File: src/uart_pkg.sv
// shared constants, types and helpers for the async serial transceiver
package uart_pkg;

    // clocking and rate derivation
    localparam int CLK_HZ    = 50_000_000;      // system clock
    localparam int REF_HZ    = 16_000_000;      // source the rate table is quoted at
    localparam int BASE_BAUD = 76800;           // rate of select code 000
    localparam int OVS_RATE  = 16;              // oversample intervals per bit
    localparam int BASE_DIV  = CLK_HZ / (BASE_BAUD * OVS_RATE);
    localparam int SLOW_DIV  = CLK_HZ / (REF_HZ / 96);
    localparam int DIV_W     = 16;              // divider counter width

    // rate select codes
    localparam logic [2:0] SEL_FAST_MAX = 3'h5;
    localparam logic [2:0] SEL_TIMER    = 3'h6;

    // register offsets
    localparam logic [1:0] OFS_CTRL   = 2'h0;
    localparam logic [1:0] OFS_STATUS = 2'h1;
    localparam logic [1:0] OFS_DATA   = 2'h2;
    localparam logic [1:0] OFS_PERIOD = 2'h3;

    // values after reset
    localparam logic [7:0] CTRL_RST   = 8'h00;
    localparam logic [7:0] PERIOD_RST = 8'h01;

    // oversample positions inside one bit, and the last data bit index
    localparam logic [3:0] RT_FIRST = 4'h7;
    localparam logic [3:0] RT_MID   = 4'h8;
    localparam logic [3:0] RT_LAST  = 4'h9;
    localparam logic [3:0] RT_END   = 4'hf;
    localparam logic [2:0] LAST_BIT = 3'h7;

    // control register layout, msb first
    typedef struct packed {
        logic [2:0] baud_divider_select;
        logic       parity_enable;
        logic       parity_even;
        logic       tx_stop_length;
        logic       receiver_enable_bit;
        logic       transmitter_enable_bit;
    } ctrl_s;

    // transmitter states
    typedef enum logic [2:0] {
        TX_IDLE  = 3'h0,
        TX_START = 3'h1,
        TX_DATA  = 3'h2,
        TX_PAR   = 3'h3,
        TX_STOP1 = 3'h4,
        TX_STOP2 = 3'h5
    } tx_state_e;

    // receiver states
    typedef enum logic [2:0] {
        RX_IDLE  = 3'h0,
        RX_START = 3'h1,
        RX_DATA  = 3'h2,
        RX_PAR   = 3'h3,
        RX_STOP  = 3'h4
    } rx_state_e;

    // one finished received frame
    typedef struct packed {
        logic [7:0] data;
        logic       par_err;
        logic       frm_err;
    } rx_frame_s;

    // parity bit for a byte; even selects even parity
    function automatic logic parity_bit(input logic [7:0] d, input logic even);
        parity_bit = even ? (^d) : ~(^d);
    endfunction

endpackage

File: src/uart_core.sv
// async serial transceiver: registers, transmitter, receive buffering
//
// Summary of operation
// fixed codes 000..101 halve rate from 76800
// code 110 uses timer source over period
// idle receiver hunts low start level
// sample RT7, RT8, RT9; majority decides
// one or two high stop bits
// optional parity, odd or even
// armed data write fills holding buffer
// transmission start sets empty, pulses interrupt
// line high while disabled or no data
// write without status read is ignored
// frame end loads buffer, full, interrupt
// frame into full buffer sets overrun
// overrun discards new byte, keeps buffer
// receive disable waits for frame end
// parity mismatch sets parity error
// low stop bit sets framing error
// status then data read clears flags
// overrun blocks reception until cleared
// overrun after status read survives
// done flag set on finish, cleared on start
// low start, high stops, parity after data
// shared rate and parity both directions
// sixteen oversample steps per bit
//
// Implementation choices: strobed register access and the address map.
`timescale 1ns/1ps
`default_nettype none
module uart_core
    import uart_pkg::*;
(
    // clock and reset
    input  wire logic       CLK_IN,
    input  wire logic       NRST_IN,
    // register port
    input  wire logic [1:0] ADDR_IN,
    input  wire logic [7:0] WDATA_IN,
    input  wire logic       WR_IN,
    input  wire logic       RD_IN,
    output logic      [7:0] RDATA_OUT,
    // timer source ticks, same clock
    input  wire logic       TIMER_TICK_IN,
    // serial line
    input  wire logic       RXD_IN,
    output logic            TXD_OUT,
    // event pulses
    output logic            TX_IRQ_OUT,
    output logic            RX_IRQ_OUT
);
    typedef struct packed {
        ctrl_s      ctrl;       // serial_control_one
        logic [7:0] period;     // timer_three_period_value
        logic [7:0] rdata;      // read data
        logic [7:0] rx_buf;     // rx_holding_buffer
        logic [7:0] tx_hold;    // tx_holding_buffer
        logic [7:0] tx_sh;      // transmit shifter
        logic       tx_par;     // parity of the byte in flight
        tx_state_e  tx_st;      // transmit position
        logic [3:0] tx_cnt;     // oversample step in bit
        logic [2:0] tx_bit;     // data bit index
        logic       txd;        // line level
        logic       parity_error_flag;       // parity_error_flag
        logic       framing_error_flag;       // framing_error_flag
        logic       oerr;       // overrun flag
        logic       rbfl;       // receive buffer full
        logic       tx_done_flag;       // tx_done_flag
        logic       tx_buffer_empty_flag;       // tx_buffer_empty_flag
        logic       arm_tx;     // status read seen before write
        logic       arm_rx;     // status read seen before read
        logic       oerr_seen;  // overrun visible at status read
        logic       tx_irq;     // tx_interrupt pulse
        logic       rx_irq;     // rx_interrupt pulse
        logic       rxd_s1;     // line sync stage one
        logic       rxd_s2;     // line sync stage two
    } core_s;

    core_s     s_r;             // state
    core_s     s_nxt;           // next state
    logic      tick;            // oversample tick
    logic      rx_done;         // frame finished
    rx_frame_s rx_frame;        // finished frame
    logic      rx_run;          // receiver may start a frame
    logic      wr_data;         // data register write
    logic      rd_data;         // data register read
    logic      rd_stat;         // status register read
    logic      clr_rx;          // armed data read
    logic      tx_go;           // frame start this cycle
    logic [7:0] status;         // status image

    // one rate source serves both directions
    uart_rate_gen u_rate (
        .clk           (CLK_IN),
        .nrst          (NRST_IN),
        .sel_in        (s_r.ctrl.baud_divider_select),
        .timer_tick_in (TIMER_TICK_IN),
        .period_in     (s_r.period),
        .tick_out      (tick)
    );

    // overrun holds the receiver idle
    assign rx_run = s_r.ctrl.receiver_enable_bit && !s_r.oerr;

    uart_rx_frame u_rx (
        .clk       (CLK_IN),
        .nrst      (NRST_IN),
        .tick_in   (tick),
        .rxd_in    (s_r.rxd_s2),
        .run_in    (rx_run),
        .par_en_in (s_r.ctrl.parity_enable),
        .even_in   (s_r.ctrl.parity_even),
        .done_out  (rx_done),
        .frame_out (rx_frame)
    );

    // access decode
    assign wr_data = WR_IN && ADDR_IN == OFS_DATA;
    assign rd_data = RD_IN && ADDR_IN == OFS_DATA;
    assign rd_stat = RD_IN && ADDR_IN == OFS_STATUS;
    // only a data read after a status read clears
    assign clr_rx  = rd_data && s_r.arm_rx;
    assign tx_go   = tick && s_r.tx_st == TX_IDLE && !s_r.tx_buffer_empty_flag
                     && s_r.ctrl.transmitter_enable_bit;
    assign status  = {s_r.parity_error_flag, s_r.framing_error_flag, s_r.oerr, s_r.rbfl,
                      s_r.tx_done_flag, s_r.tx_buffer_empty_flag, 2'b00};

    // registers, flags and transmitter
    always_comb
    begin
        s_nxt = s_r;
        s_nxt.tx_irq = 1'b0;
        s_nxt.rx_irq = 1'b0;
        // line synchroniser
        s_nxt.rxd_s1 = RXD_IN;
        s_nxt.rxd_s2 = s_r.rxd_s1;

        // register writes
        if (WR_IN)
        begin
            unique case (ADDR_IN)
                OFS_CTRL:   s_nxt.ctrl = ctrl_s'(WDATA_IN);
                OFS_PERIOD: s_nxt.period = WDATA_IN;
                OFS_DATA:
                begin
                    // unarmed or full-buffer write is dropped
                    if (s_r.arm_tx && s_r.tx_buffer_empty_flag)
                    begin
                        // byte waits for the shifter
                        s_nxt.tx_hold = WDATA_IN;
                        s_nxt.tx_buffer_empty_flag = 1'b0;
                    end
                    s_nxt.arm_tx = 1'b0;
                end
                OFS_STATUS: ;
            endcase
        end

        // register reads, data one cycle later
        if (RD_IN)
        begin
            unique case (ADDR_IN)
                OFS_CTRL:   s_nxt.rdata = s_r.ctrl;
                OFS_STATUS: s_nxt.rdata = status;
                OFS_DATA:   s_nxt.rdata = s_r.rx_buf;
                OFS_PERIOD: s_nxt.rdata = s_r.period;
            endcase
        end
        if (rd_stat)
        begin
            s_nxt.arm_tx = 1'b1;
            s_nxt.arm_rx = 1'b1;
            s_nxt.oerr_seen = s_r.oerr;
        end
        if (rd_data)
            s_nxt.arm_rx = 1'b0;
        if (clr_rx)
        begin
            s_nxt.parity_error_flag = 1'b0;
            s_nxt.framing_error_flag = 1'b0;
            s_nxt.rbfl = 1'b0;
            // a later overrun stays set
            if (s_r.oerr_seen)
                s_nxt.oerr = 1'b0;
        end

        // received frame; sets win over the clear above
        if (rx_done)
        begin
            if (s_r.rbfl && !clr_rx)
            begin
                // buffer still unread
                s_nxt.oerr = 1'b1;
                // new byte dropped, buffer kept
            end
            else
            begin
                // data only into the buffer
                s_nxt.rx_buf = rx_frame.data;
                s_nxt.rbfl = 1'b1;
                s_nxt.parity_error_flag = rx_frame.par_err;
                s_nxt.framing_error_flag = rx_frame.frm_err;
                s_nxt.rx_irq = 1'b1;
            end
        end

        // transmitter, one bit per sixteen ticks
        if (tx_go)
        begin
            // shifter takes the byte, buffer empties
            s_nxt.tx_sh = s_r.tx_hold;
            s_nxt.tx_par = parity_bit(s_r.tx_hold, s_r.ctrl.parity_even);
            s_nxt.tx_buffer_empty_flag = 1'b1;
            s_nxt.tx_irq = 1'b1;
            // a new frame clears done
            s_nxt.tx_done_flag = 1'b0;
            s_nxt.tx_st = TX_START;
            s_nxt.tx_cnt = 4'h0;
        end
        else if (tick && s_r.tx_st != TX_IDLE)
        begin
            // sixteen oversample steps per bit
            s_nxt.tx_cnt = s_r.tx_cnt + 4'h1;
            if (s_r.tx_cnt == RT_END)
            begin
                unique case (s_r.tx_st)
                    TX_START:
                    begin
                        s_nxt.tx_st = TX_DATA;
                        s_nxt.tx_bit = 3'h0;
                    end
                    TX_DATA:
                    begin
                        s_nxt.tx_sh = {1'b0, s_r.tx_sh[7:1]};
                        s_nxt.tx_bit = s_r.tx_bit + 3'h1;
                        // parity only when enabled
                        if (s_r.tx_bit == LAST_BIT)
                            s_nxt.tx_st = s_r.ctrl.parity_enable ? TX_PAR : TX_STOP1;
                    end
                    TX_PAR:
                        s_nxt.tx_st = TX_STOP1;
                    TX_STOP1:
                        // second stop bit on request
                        s_nxt.tx_st = s_r.ctrl.tx_stop_length ? TX_STOP2 : TX_IDLE;
                    TX_STOP2:
                        s_nxt.tx_st = TX_IDLE;
                    default:
                        s_nxt.tx_st = TX_IDLE;
                endcase
                // finished with nothing waiting
                if (s_nxt.tx_st == TX_IDLE && s_r.tx_buffer_empty_flag)
                    s_nxt.tx_done_flag = 1'b1;
            end
        end

        // line level per frame position; R9: idle high
        unique case (s_nxt.tx_st)
            TX_START: s_nxt.txd = 1'b0;
            TX_DATA:  s_nxt.txd = s_nxt.tx_sh[0];
            TX_PAR:   s_nxt.txd = s_nxt.tx_par;
            default:  s_nxt.txd = 1'b1;
        endcase
    end

    // state register
    always_ff @(posedge CLK_IN or negedge NRST_IN)
    begin
        if (!NRST_IN)
        begin
            s_r        <= '0;
            s_r.ctrl   <= ctrl_s'(CTRL_RST);
            s_r.period <= PERIOD_RST;
            s_r.tx_st  <= TX_IDLE;
            s_r.txd    <= 1'b1;
            s_r.tx_done_flag   <= 1'b1;
            s_r.tx_buffer_empty_flag   <= 1'b1;
            s_r.rxd_s1 <= 1'b1;
            s_r.rxd_s2 <= 1'b1;
        end
        else
            s_r <= s_nxt;
    end

    // outputs straight from flops
    assign RDATA_OUT  = s_r.rdata;
    assign TXD_OUT    = s_r.txd;
    assign TX_IRQ_OUT = s_r.tx_irq;
    assign RX_IRQ_OUT = s_r.rx_irq;
endmodule
`default_nettype wire

File: src/uart_rate_gen.sv
// oversample tick generator for the serial transceiver
`timescale 1ns/1ps
`default_nettype none
module uart_rate_gen
    import uart_pkg::*;
(
    // clock and reset
    input  wire logic       clk,
    input  wire logic       nrst,
    // rate selection
    input  wire logic [2:0] sel_in,
    input  wire logic       timer_tick_in,
    input  wire logic [7:0] period_in,
    // one pulse per oversample interval
    output logic            tick_out
);
    typedef struct packed {
        logic [DIV_W-1:0] cnt;    // cycles or timer ticks counted
        logic             tick;   // registered tick
    } rate_s;

    rate_s s_r;                   // state
    rate_s s_nxt;                 // next state
    logic [DIV_W-1:0] limit;      // terminal count

    // divider per select code
    always_comb
    begin
        s_nxt = s_r;
        s_nxt.tick = 1'b0;
        limit = DIV_W'(SLOW_DIV - 1);
        if (sel_in <= SEL_FAST_MAX)
            limit = DIV_W'((BASE_DIV << sel_in) - 1);
        // timer period divides the timer source
        if (sel_in == SEL_TIMER)
        begin
            limit = DIV_W'(period_in) - DIV_W'(1);
            if (timer_tick_in && period_in != 8'h00)
            begin
                s_nxt.cnt = s_r.cnt + DIV_W'(1);
                if (s_r.cnt >= limit)
                begin
                    s_nxt.cnt = '0;
                    s_nxt.tick = 1'b1;
                end
            end
        end
        else
        begin
            // halving steps of the fixed divider
            s_nxt.cnt = s_r.cnt + DIV_W'(1);
            if (s_r.cnt >= limit)
            begin
                s_nxt.cnt = '0;
                s_nxt.tick = 1'b1;
            end
        end
    end

    // state register
    always_ff @(posedge clk or negedge nrst)
    begin
        if (!nrst)
            s_r <= '0;
        else
            s_r <= s_nxt;
    end

    assign tick_out = s_r.tick;
endmodule
`default_nettype wire

File: src/uart_rx_frame.sv
// receive framer: start hunting, three point voting, frame checks
`timescale 1ns/1ps
`default_nettype none
module uart_rx_frame
    import uart_pkg::*;
(
    // clock and reset
    input  wire logic clk,
    input  wire logic nrst,
    // timing and line
    input  wire logic tick_in,
    input  wire logic rxd_in,
    // configuration
    input  wire logic run_in,
    input  wire logic par_en_in,
    input  wire logic even_in,
    // finished frame
    output logic      done_out,
    output rx_frame_s frame_out
);
    typedef struct packed {
        rx_state_e  st;       // frame position
        logic [3:0] cnt;      // oversample index in the bit
        logic [2:0] bit_i;    // data bit index
        logic [1:0] smp;      // first two votes
        logic [7:0] data;     // shifted data
        logic       done;     // frame pulse
        rx_frame_s  frame;    // held result
    } rx_s;

    rx_s  s_r;                // state
    rx_s  s_nxt;              // next state
    logic vote;               // majority of three samples
    logic [3:0] c;            // oversample index of this tick

    assign c = s_r.cnt + 4'h1;
    // two of three agree
    assign vote = (s_r.smp[0] & s_r.smp[1]) | (rxd_in & (s_r.smp[0] | s_r.smp[1]));

    // bit timing and frame walk
    always_comb
    begin
        s_nxt = s_r;
        s_nxt.done = 1'b0;
        if (tick_in)
        begin
            s_nxt.cnt = c;
            if (c == RT_FIRST)
                s_nxt.smp[0] = rxd_in;
            if (c == RT_MID)
                s_nxt.smp[1] = rxd_in;
            unique case (s_r.st)
                RX_IDLE:
                begin
                    // hunt low level; R14: run only sampled here
                    s_nxt.cnt = 4'h0;
                    if (run_in && !rxd_in)
                        s_nxt.st = RX_START;
                end
                RX_START:
                    // decision mid-bit, false start drops back
                    if (c == RT_LAST)
                    begin
                        s_nxt.st = vote ? RX_IDLE : RX_DATA;
                        s_nxt.bit_i = 3'h0;
                    end
                RX_DATA:
                    if (c == RT_LAST)
                    begin
                        s_nxt.data = {vote, s_r.data[7:1]};
                        s_nxt.bit_i = s_r.bit_i + 3'h1;
                        if (s_r.bit_i == LAST_BIT)
                            s_nxt.st = par_en_in ? RX_PAR : RX_STOP;
                    end
                RX_PAR:
                    // compare against recomputed parity
                    if (c == RT_LAST)
                    begin
                        s_nxt.frame.par_err = vote != parity_bit(s_r.data, even_in);
                        s_nxt.st = RX_STOP;
                    end
                RX_STOP:
                    // low stop bit is a framing error
                    if (c == RT_LAST)
                    begin
                        s_nxt.frame.frm_err = !vote;
                        s_nxt.frame.data = s_r.data;
                        s_nxt.done = 1'b1;
                        s_nxt.st = RX_IDLE;
                    end
                default:
                    s_nxt.st = RX_IDLE;
            endcase
            if (s_r.st == RX_IDLE)
                s_nxt.frame.par_err = 1'b0;
        end
    end

    // state register
    always_ff @(posedge clk or negedge nrst)
    begin
        if (!nrst)
            s_r <= '{st: RX_IDLE, default: '0};
        else
            s_r <= s_nxt;
    end

    assign done_out  = s_r.done;
    assign frame_out = s_r.frame;
endmodule
`default_nettype wire

File: config.mk
export PLATFORM = sky130hd
export DESIGN_NAME = uart_core
export DESIGN_NICKNAME = d
export VERILOG_FILES = /design/src/uart_pkg.sv /design/src/uart_core.sv /design/src/uart_rate_gen.sv /design/src/uart_rx_frame.sv
export SDC_FILE = /design/constraint.sdc
export NUM_CORES = 1
export LEC_CHECK = 0
export BUFFER_PORTS_ARGS = -buffer_cell sky130_fd_sc_hd__buf_2
export CAP_MARGIN = 30
export CORE_ASPECT_RATIO = 0.5
export CORE_MARGIN = 2
export CORE_UTILIZATION = 39
export CTS_BUF_LIST = sky130_fd_sc_hd__clkbuf_4 sky130_fd_sc_hd__clkbuf_8
export CTS_CLUSTER_SIZE = 8
export DETAILED_ROUTE_END_ITERATION = 6
export GPL_TIMING_DRIVEN = 0
export PLACE_DENSITY = 0.65
export SLEW_MARGIN = 10
export SYNTH_ARGS = -nofsm -noshare
export SYNTH_HDL_FRONTEND = slang
export SYNTH_SLANG_ARGS = --single-unit
export TNS_END_PERCENT = 10
File: constraint.sdc
create_clock -name CLK_IN -period 9.25 [get_ports CLK_IN]
set_clock_uncertainty 0.05 [all_clocks]
set_input_delay 1.85 -clock CLK_IN [delete_from_list [all_inputs] [get_ports CLK_IN]]
set_output_delay 1.85 -clock CLK_IN [all_outputs]
set_load 0.01 [all_outputs]
# Word-level counts from Yosys, hierarchy flattened

Index checks and enable logic that the tools add are counted.

Bits in registers: 121
Bits in latches: 0
Word-level logic and storage cells: 210
Input port bits: 16
Memory bits (writable): 0
Output and inout bits: 11
Bits in read-only memories: 0
Memories kept: 0

Reductions and logical operators: 56
Bitwise operators: 8
Mux-type cells: 64
Shift operators: 1
Divide/modulo/power cells: 0
$add $sub $neg: 7
Magnitude comparators: 3
Multipliers: 0
Eq/ne operators: 29

Operators with widths:

| cell                                                                     | count |
|---|---|
| 17-bit two-way mux                                                       | 4 |
| 3-bit two-way mux                                                        | 16 |
| 16-bit >= comparator                                                     | 2 |
| 8-bit two-way mux                                                        | 4 |
| 8-bit one-hot mux with 4 select lines                                    | 1 |
| 2-bit nonzero test                                                       | 14 |
| 1-bit two-way mux                                                        | 21 |
| 3-bit AND reduction                                                      | 7 |
| 3-bit by 2-bit equality test with 1-bit output (second input constant)   | 6 |
| 9-bit two-way mux                                                        | 2 |
| 16-bit by 1-bit adder with 16-bit output (second input constant)         | 1 |
| 16-bit two-way mux                                                       | 1 |
| 8-bit parity                                                             | 2 |
| 6-bit by 3-bit left shift with 16-bit output (first input constant)      | 1 |
| 16-bit by 2-bit subtractor with 16-bit output (second input constant)    | 1 |
| 3-bit equality test (second input constant)                              | 5 |
| 3-bit one-hot mux with 5 select lines                                    | 1 |
| 1-bit logical AND                                                        | 13 |
| 4-bit equality test (second input constant)                              | 3 |
| 4-bit two-way mux                                                        | 3 |
| 2-bit by 1-bit inequality test with 1-bit output (second input constant) | 6 |
| 3-bit one-hot mux with 2 select lines                                    | 2 |
| 3-bit one-hot mux with 4 select lines                                    | 1 |
| 2-bit AND reduction                                                      | 6 |
| 25 further kinds                                                         | 45 |

# Depth between registers and ports, before layout

Word-level depth: 12
Depth in mapped cells: 15
Depth with buffers taken out: 12

# By module

From an unflattened synthesis, not the netlist that was laid out.

Cell total of the unflattened synthesis: 604
Area, all modules: 6749.0 sq um

Modules (own cells, without submodules):

| module        | cells each | sequential area each (sq um) | times used | area each (sq um) |
|---|---|---|---|---|
| uart_core     | 261        | 1834.3                       | 1          | 3324.4 |
| uart_rate_gen | 190        | 425.4                        | 1          | 1716.6 |
| uart_rx_frame | 153        | 775.7                        | 1          | 1707.9 |

# Worst setup path before layout

Ideal clock, no wire load.

Kind: input-to-reg
Start: in ADDR_IN[1]
End: reg s_r[44] (netlist name)
Data required time: 9.075 ns
Setup time: 0.125 ns
Setup slack: 5.742 ns
Arrival time: 3.333 ns
Stages: 6
Path buffers: 2
Path through: clkbuf_1 nand4b_1 nand2_1 and2_0 clkbuf_1 mux2_2

Cells in the longest elaborated chain, start to end: 7

RTL lines:

| item                                 | RTL line         | text |
|---|---|---|
| from (decl)                          | uart_core.sv:38  | `input wire logic [1:0] ADDR_IN,` |
| 2-bit equality test                  | uart_core.sv:119 | `assign rd_data = RD_IN && ADDR_IN == OFS_DATA;` |
| 1-bit logical AND                    | uart_core.sv:119 |  |
| 1-bit logical AND                    | uart_core.sv:122 | `assign clr_rx = rd_data && s_r.arm_rx;` |
| 1-bit logical NOT                    | uart_core.sv:190 | `if (s_r.rbfl && !clr_rx)` |
| 1-bit logical AND                    | uart_core.sv:190 |  |
| 1-bit NOT (no source line)           | --               |  |
| 2-bit AND reduction (no source line) | --               |  |
| to (signal assigned)                 | uart_core.sv:281 | `s_r <= s_nxt;` |
| to (decl)                            | uart_core.sv:79  | `core_s s_r;` |

Every way passes these cells.
A chain may end at the register's enable or synchronous reset.

# Final worst setup path

Start: reg s_r[57] (netlist name)
End: reg u_rate.s_r[10] (netlist name)

Cells in the longest elaborated chain, start to end: 5
Elaborated cells between the ends (all ways): 8
Those cells by class: add/sub (1); order compare (1); eq/ne (1); mux (3); reduce/logical (2)

RTL lines:

| item                                        | RTL line            | text |
|---|---|---|
| 8-bit by 1-bit subtractor with 9-bit output | uart_rate_gen.sv:37 | `limit = DIV_W'(period_in) - DIV_W'(1);` |
| 16-bit >= comparator                        | uart_rate_gen.sv:41 | `if (s_r.cnt >= limit)` |
| 17-bit two-way mux                          | uart_rate_gen.sv:41 |  |
| 17-bit two-way mux                          | uart_rate_gen.sv:38 | `if (timer_tick_in && period_in != 8'h00)` |
| 17-bit two-way mux                          | uart_rate_gen.sv:35 | `if (sel_in == SEL_TIMER)` |
| to (signal assigned)                        | uart_rate_gen.sv:66 | `s_r <= s_nxt;` |
| to (decl)                                   | uart_rate_gen.sv:22 | `rate_s s_r;` |

Parallel ways exist; a longest one is shown, timed or not. The select of a mux whose other input is x is not followed.

==> results.yml <==
global_route:
  grt_first_pass_wirelength_um: 22600
  antenna_found_initial: 0
  grtUsageMet2: 0.280
  grt_max_degree: 75
  grt_pass1_vias: 4563
  gr-total-overflow: 0
  met1_usage: 0.203
  busiest_layer: "met2"
  grtUsageTotal: 0.159
  grt_use_met3: 0.0328
placement:
  portBuffers: 24
  numPlacedInstances: 853
  gp_congestion: 0.816
  dp_hpwl_um: 9730
  placedInstanceArea_um2: 7010
min_path:
  hp-class: "reg -> reg"
timing:
  tightest_slew_ns: 0.761
  hold_viol_final: 0
  max_freq_mhz: 282
  fin_crit_sh: 0.384
  maxSlewHeadroom: 0.491
  finalSetupTns_ns: 0
  report.final.slew_viol_count: 0
  fin_crit_ns: 3.55
  finalSetupViolCount: 0
  rsz0062_at_grt: "no"
yosys:
  ys_warn_count: 0
  synthCells: 597
  synth_ff_type: "dfrtp_1"
  ys_ff_latch: 121
  ys_seq_area_frac: 0.463
  synth_enable_flop_cells: 0
  ys_types: 65
  avgSynthCellArea_um2: 11.0
  async_reset_ff_frac: 1.00
  synth_area_um2: 6560
critical_path:
  start_kind: "flop"
  required_ns: 9.51
  end_kind: "flop"
  r2r_setup_slack_ns: 5.70
  cp_max_fo: 10
  worst_r2r_path_depth: 13
  crit_end: "u_rate.s_r[10]"
  arrival_ns: 3.81
  r2r_start: "s_r[57]"
  critPathLaunch: "s_r[57]"
  r2r_end: "u_rate.s_r[10]"
  critPathKind: "reg -> reg"
power:
  p_sw_uw: 524
  p_int_mw: 1.09
  p_seq_frac: 0.442
  p_per_area_nw_per_um2: 217
  peakVddDrop_uv: 98.8
  swShare: 0.326
  p_comb_frac: 0.254
  finalPower_mw: 1.61
  p_leak_nw: 3.50
  clkPwrFrac: 0.303
final_layout:
  syn2layout_area_growth_pct: 13.2
  final_cell_mix: "dfrtp_1 (115), mux2_2 (61), nand2_1 (50), nor2_1 (42), ha_1 (42)"
  layout.nets: 703
  layoutNonFillerInstCount: 885
  final_common_cell: "dfrtp_1"
  num_antenna_cells: 0
  drive_gt1_frac: 0.226
  multiInputGateArea_um2: 3320
  finalInstanceArea_um2: 7430
  regArea_um2: 3040
  fillers: 1558
flow_run:
  drv_cap: 0
route:
  antenna_left: 0
  wire_per_inst_um: 15.0
  drt_wl_total_um: 13300
  via_per_inst: 5.13
  drcViolationCount: 0
  drtIter0Drc: 275
  vias: 4541
  first_pass_iters: 6
die:
  die_h_um: 95.7
  start_util: 0.399
  core_um2: 16400
  die_w_um: 187
  dieArea_um2: 17900
  rows: 33
  ioPinCount: 27
clock_tree:
  cts_buffers: 17
  htree_num_levels: 4
  cts_hold_buf: 0
  postCtsResizedCells: 0
  cts_setup_buffers: 0
  cts_tree: "built"
  clk_latency_ns: 0.42
  cts_buffer_depth: 2
  clk_pin_slew_ns: 0.08
  root_buffer: "clkbuf_8"
  cts_num_sinks: 121
run_status:
  outcome: "finished clean"
Yosys cell counts, drive strengths merged (3+ instances only):
cell type / number / area share
o21a: 3 / 0.0034
xnor2: 20 / 0.027
nand4b: 3 / 0.0040
o21ai: 29 / 0.022
nor3: 6 / 0.0046
mux2: 61 / 0.10
nand2b: 9 / 0.0086
mux4: 6 / 0.021
clkbuf: 17 / 0.0099
nand4: 16 / 0.016
nor2: 42 / 0.024
dfstp: 6 / 0.024
a31oi: 5 / 0.0048
buf: 15 / 0.015
nor4: 3 / 0.0029
a211oi: 3 / 0.0034
mux2i: 9 / 0.014
o22ai: 5 / 0.0048
and3: 6 / 0.0057
nand3: 10 / 0.0076
nor2b: 13 / 0.012
o2bb2ai: 3 / 0.0040
nand2: 51 / 0.030
xor2: 21 / 0.028
inv: 14 / 0.0080
and4: 4 / 0.0053
and2: 6 / 0.0057
dfrtp: 115 / 0.44
a21oi: 21 / 0.016
ha: 42 / 0.080
sequential cells by signal, summed over array words and instances, names as in the netlist:
| register | flops |
|---|---|
| TXD_OUT | 1 |
| u_rx.done_out | 1 |
| u_rate.tick_out | 1 |
| RDATA_OUT | 8 |
| u_rx.s_r | 20 |
| u_rx.frame_out | 10 |
| RX_IRQ_OUT | 1 |
| s_r | 61 |
| u_rate.s_r | 16 |
| s_nxt | 1 |
| TX_IRQ_OUT | 1 |
through the flow:
step | hold slack [ns] | util | worst slack (ns)
2_1_floorplan | 0.295 | - | 5.74
3_3_place_gp | 0.297 | 0.425 | 4.74
3_5_place_dp | 0.301 | 0.427 | 5.37
4_1_cts | 0.316 | 0.452 | 5.69
5_1_grt | 0.320 | 0.452 | 5.42
6_report | 0.312 | 0.452 | 5.70
worst max-delay path, cell delays in order, from the launching register on:
cell and delay, ns:
dfstp_2 0.39, inv_1 0.10, ha_1 0.21, or4b_4 0.50
or4_1 0.59, ha_1 0.37, nand4_1 0.13, nor4_1 0.28
o31ai_1 0.11, o211ai_1 0.11, and3_1 0.21, clkbuf_2 0.18
buf_6 0.15, nor2_1 0.05
area by class of cell:
type	count	area share
multi-input combinational	433	0.447
sequential	121	0.409
tap	227	0.0382
clock buffer	20	0.0371
buffer	32	0.0222
timing repair buffer	25	0.0207
clock inverter	12	0.0187
inverter	15	0.00758
worst min-delay path by stage:
stage	to	slack, ns	startpoint	cells after the start
after floorplan	s_r[0]	0.30	s_nxt[0]	0
after global placement	s_r[0]	0.30	s_nxt[0]	0
after detailed placement	s_r[0]	0.30	s_nxt[0]	0
after CTS	s_r[0]	0.32	s_nxt[0]	0
after global routing	s_r[0]	0.32	s_nxt[0]	0
final	s_r[0]	0.31	s_nxt[0]	0
power groups by stage:
| stage | registers (mW) | clock network, mW | logic (mW) |
|---|---|---|---|
| after detailed placement | 0.721 | 0 | 0.412 |
| final | 0.712 | 0.489 | 0.409 |
| after global placement | 0.717 | 0 | 0.398 |
| after global routing | 0.724 | 0.527 | 0.467 |
| after CTS | 0.711 | 0.501 | 0.415 |
| after floorplan | 0.690 | 0 | 0.321 |
routing by layer:
layer | vias up | share of wire
met1 | 2215 | 0.47
met5 | - | 0
li1 | 2229 | -
met3 | 12 | 0.036
met4 | 0 | 0.0099
met2 | 85 | 0.48
cell families (layout without fill, tap and decap cells):
family,after synthesis,count (layout),share of synthesized area
buf+inv,47,104,0.0338
compound gates,94,94,0.0940
fa+ha+maj,42,42,0.0801
mux,76,76,0.139
flops,121,121,0.463
simple gates,175,175,0.135
other cells,1,5,0.000572
xor+xnor,41,41,0.0548
Note: power is estimated with default switching activity, not from simulation.
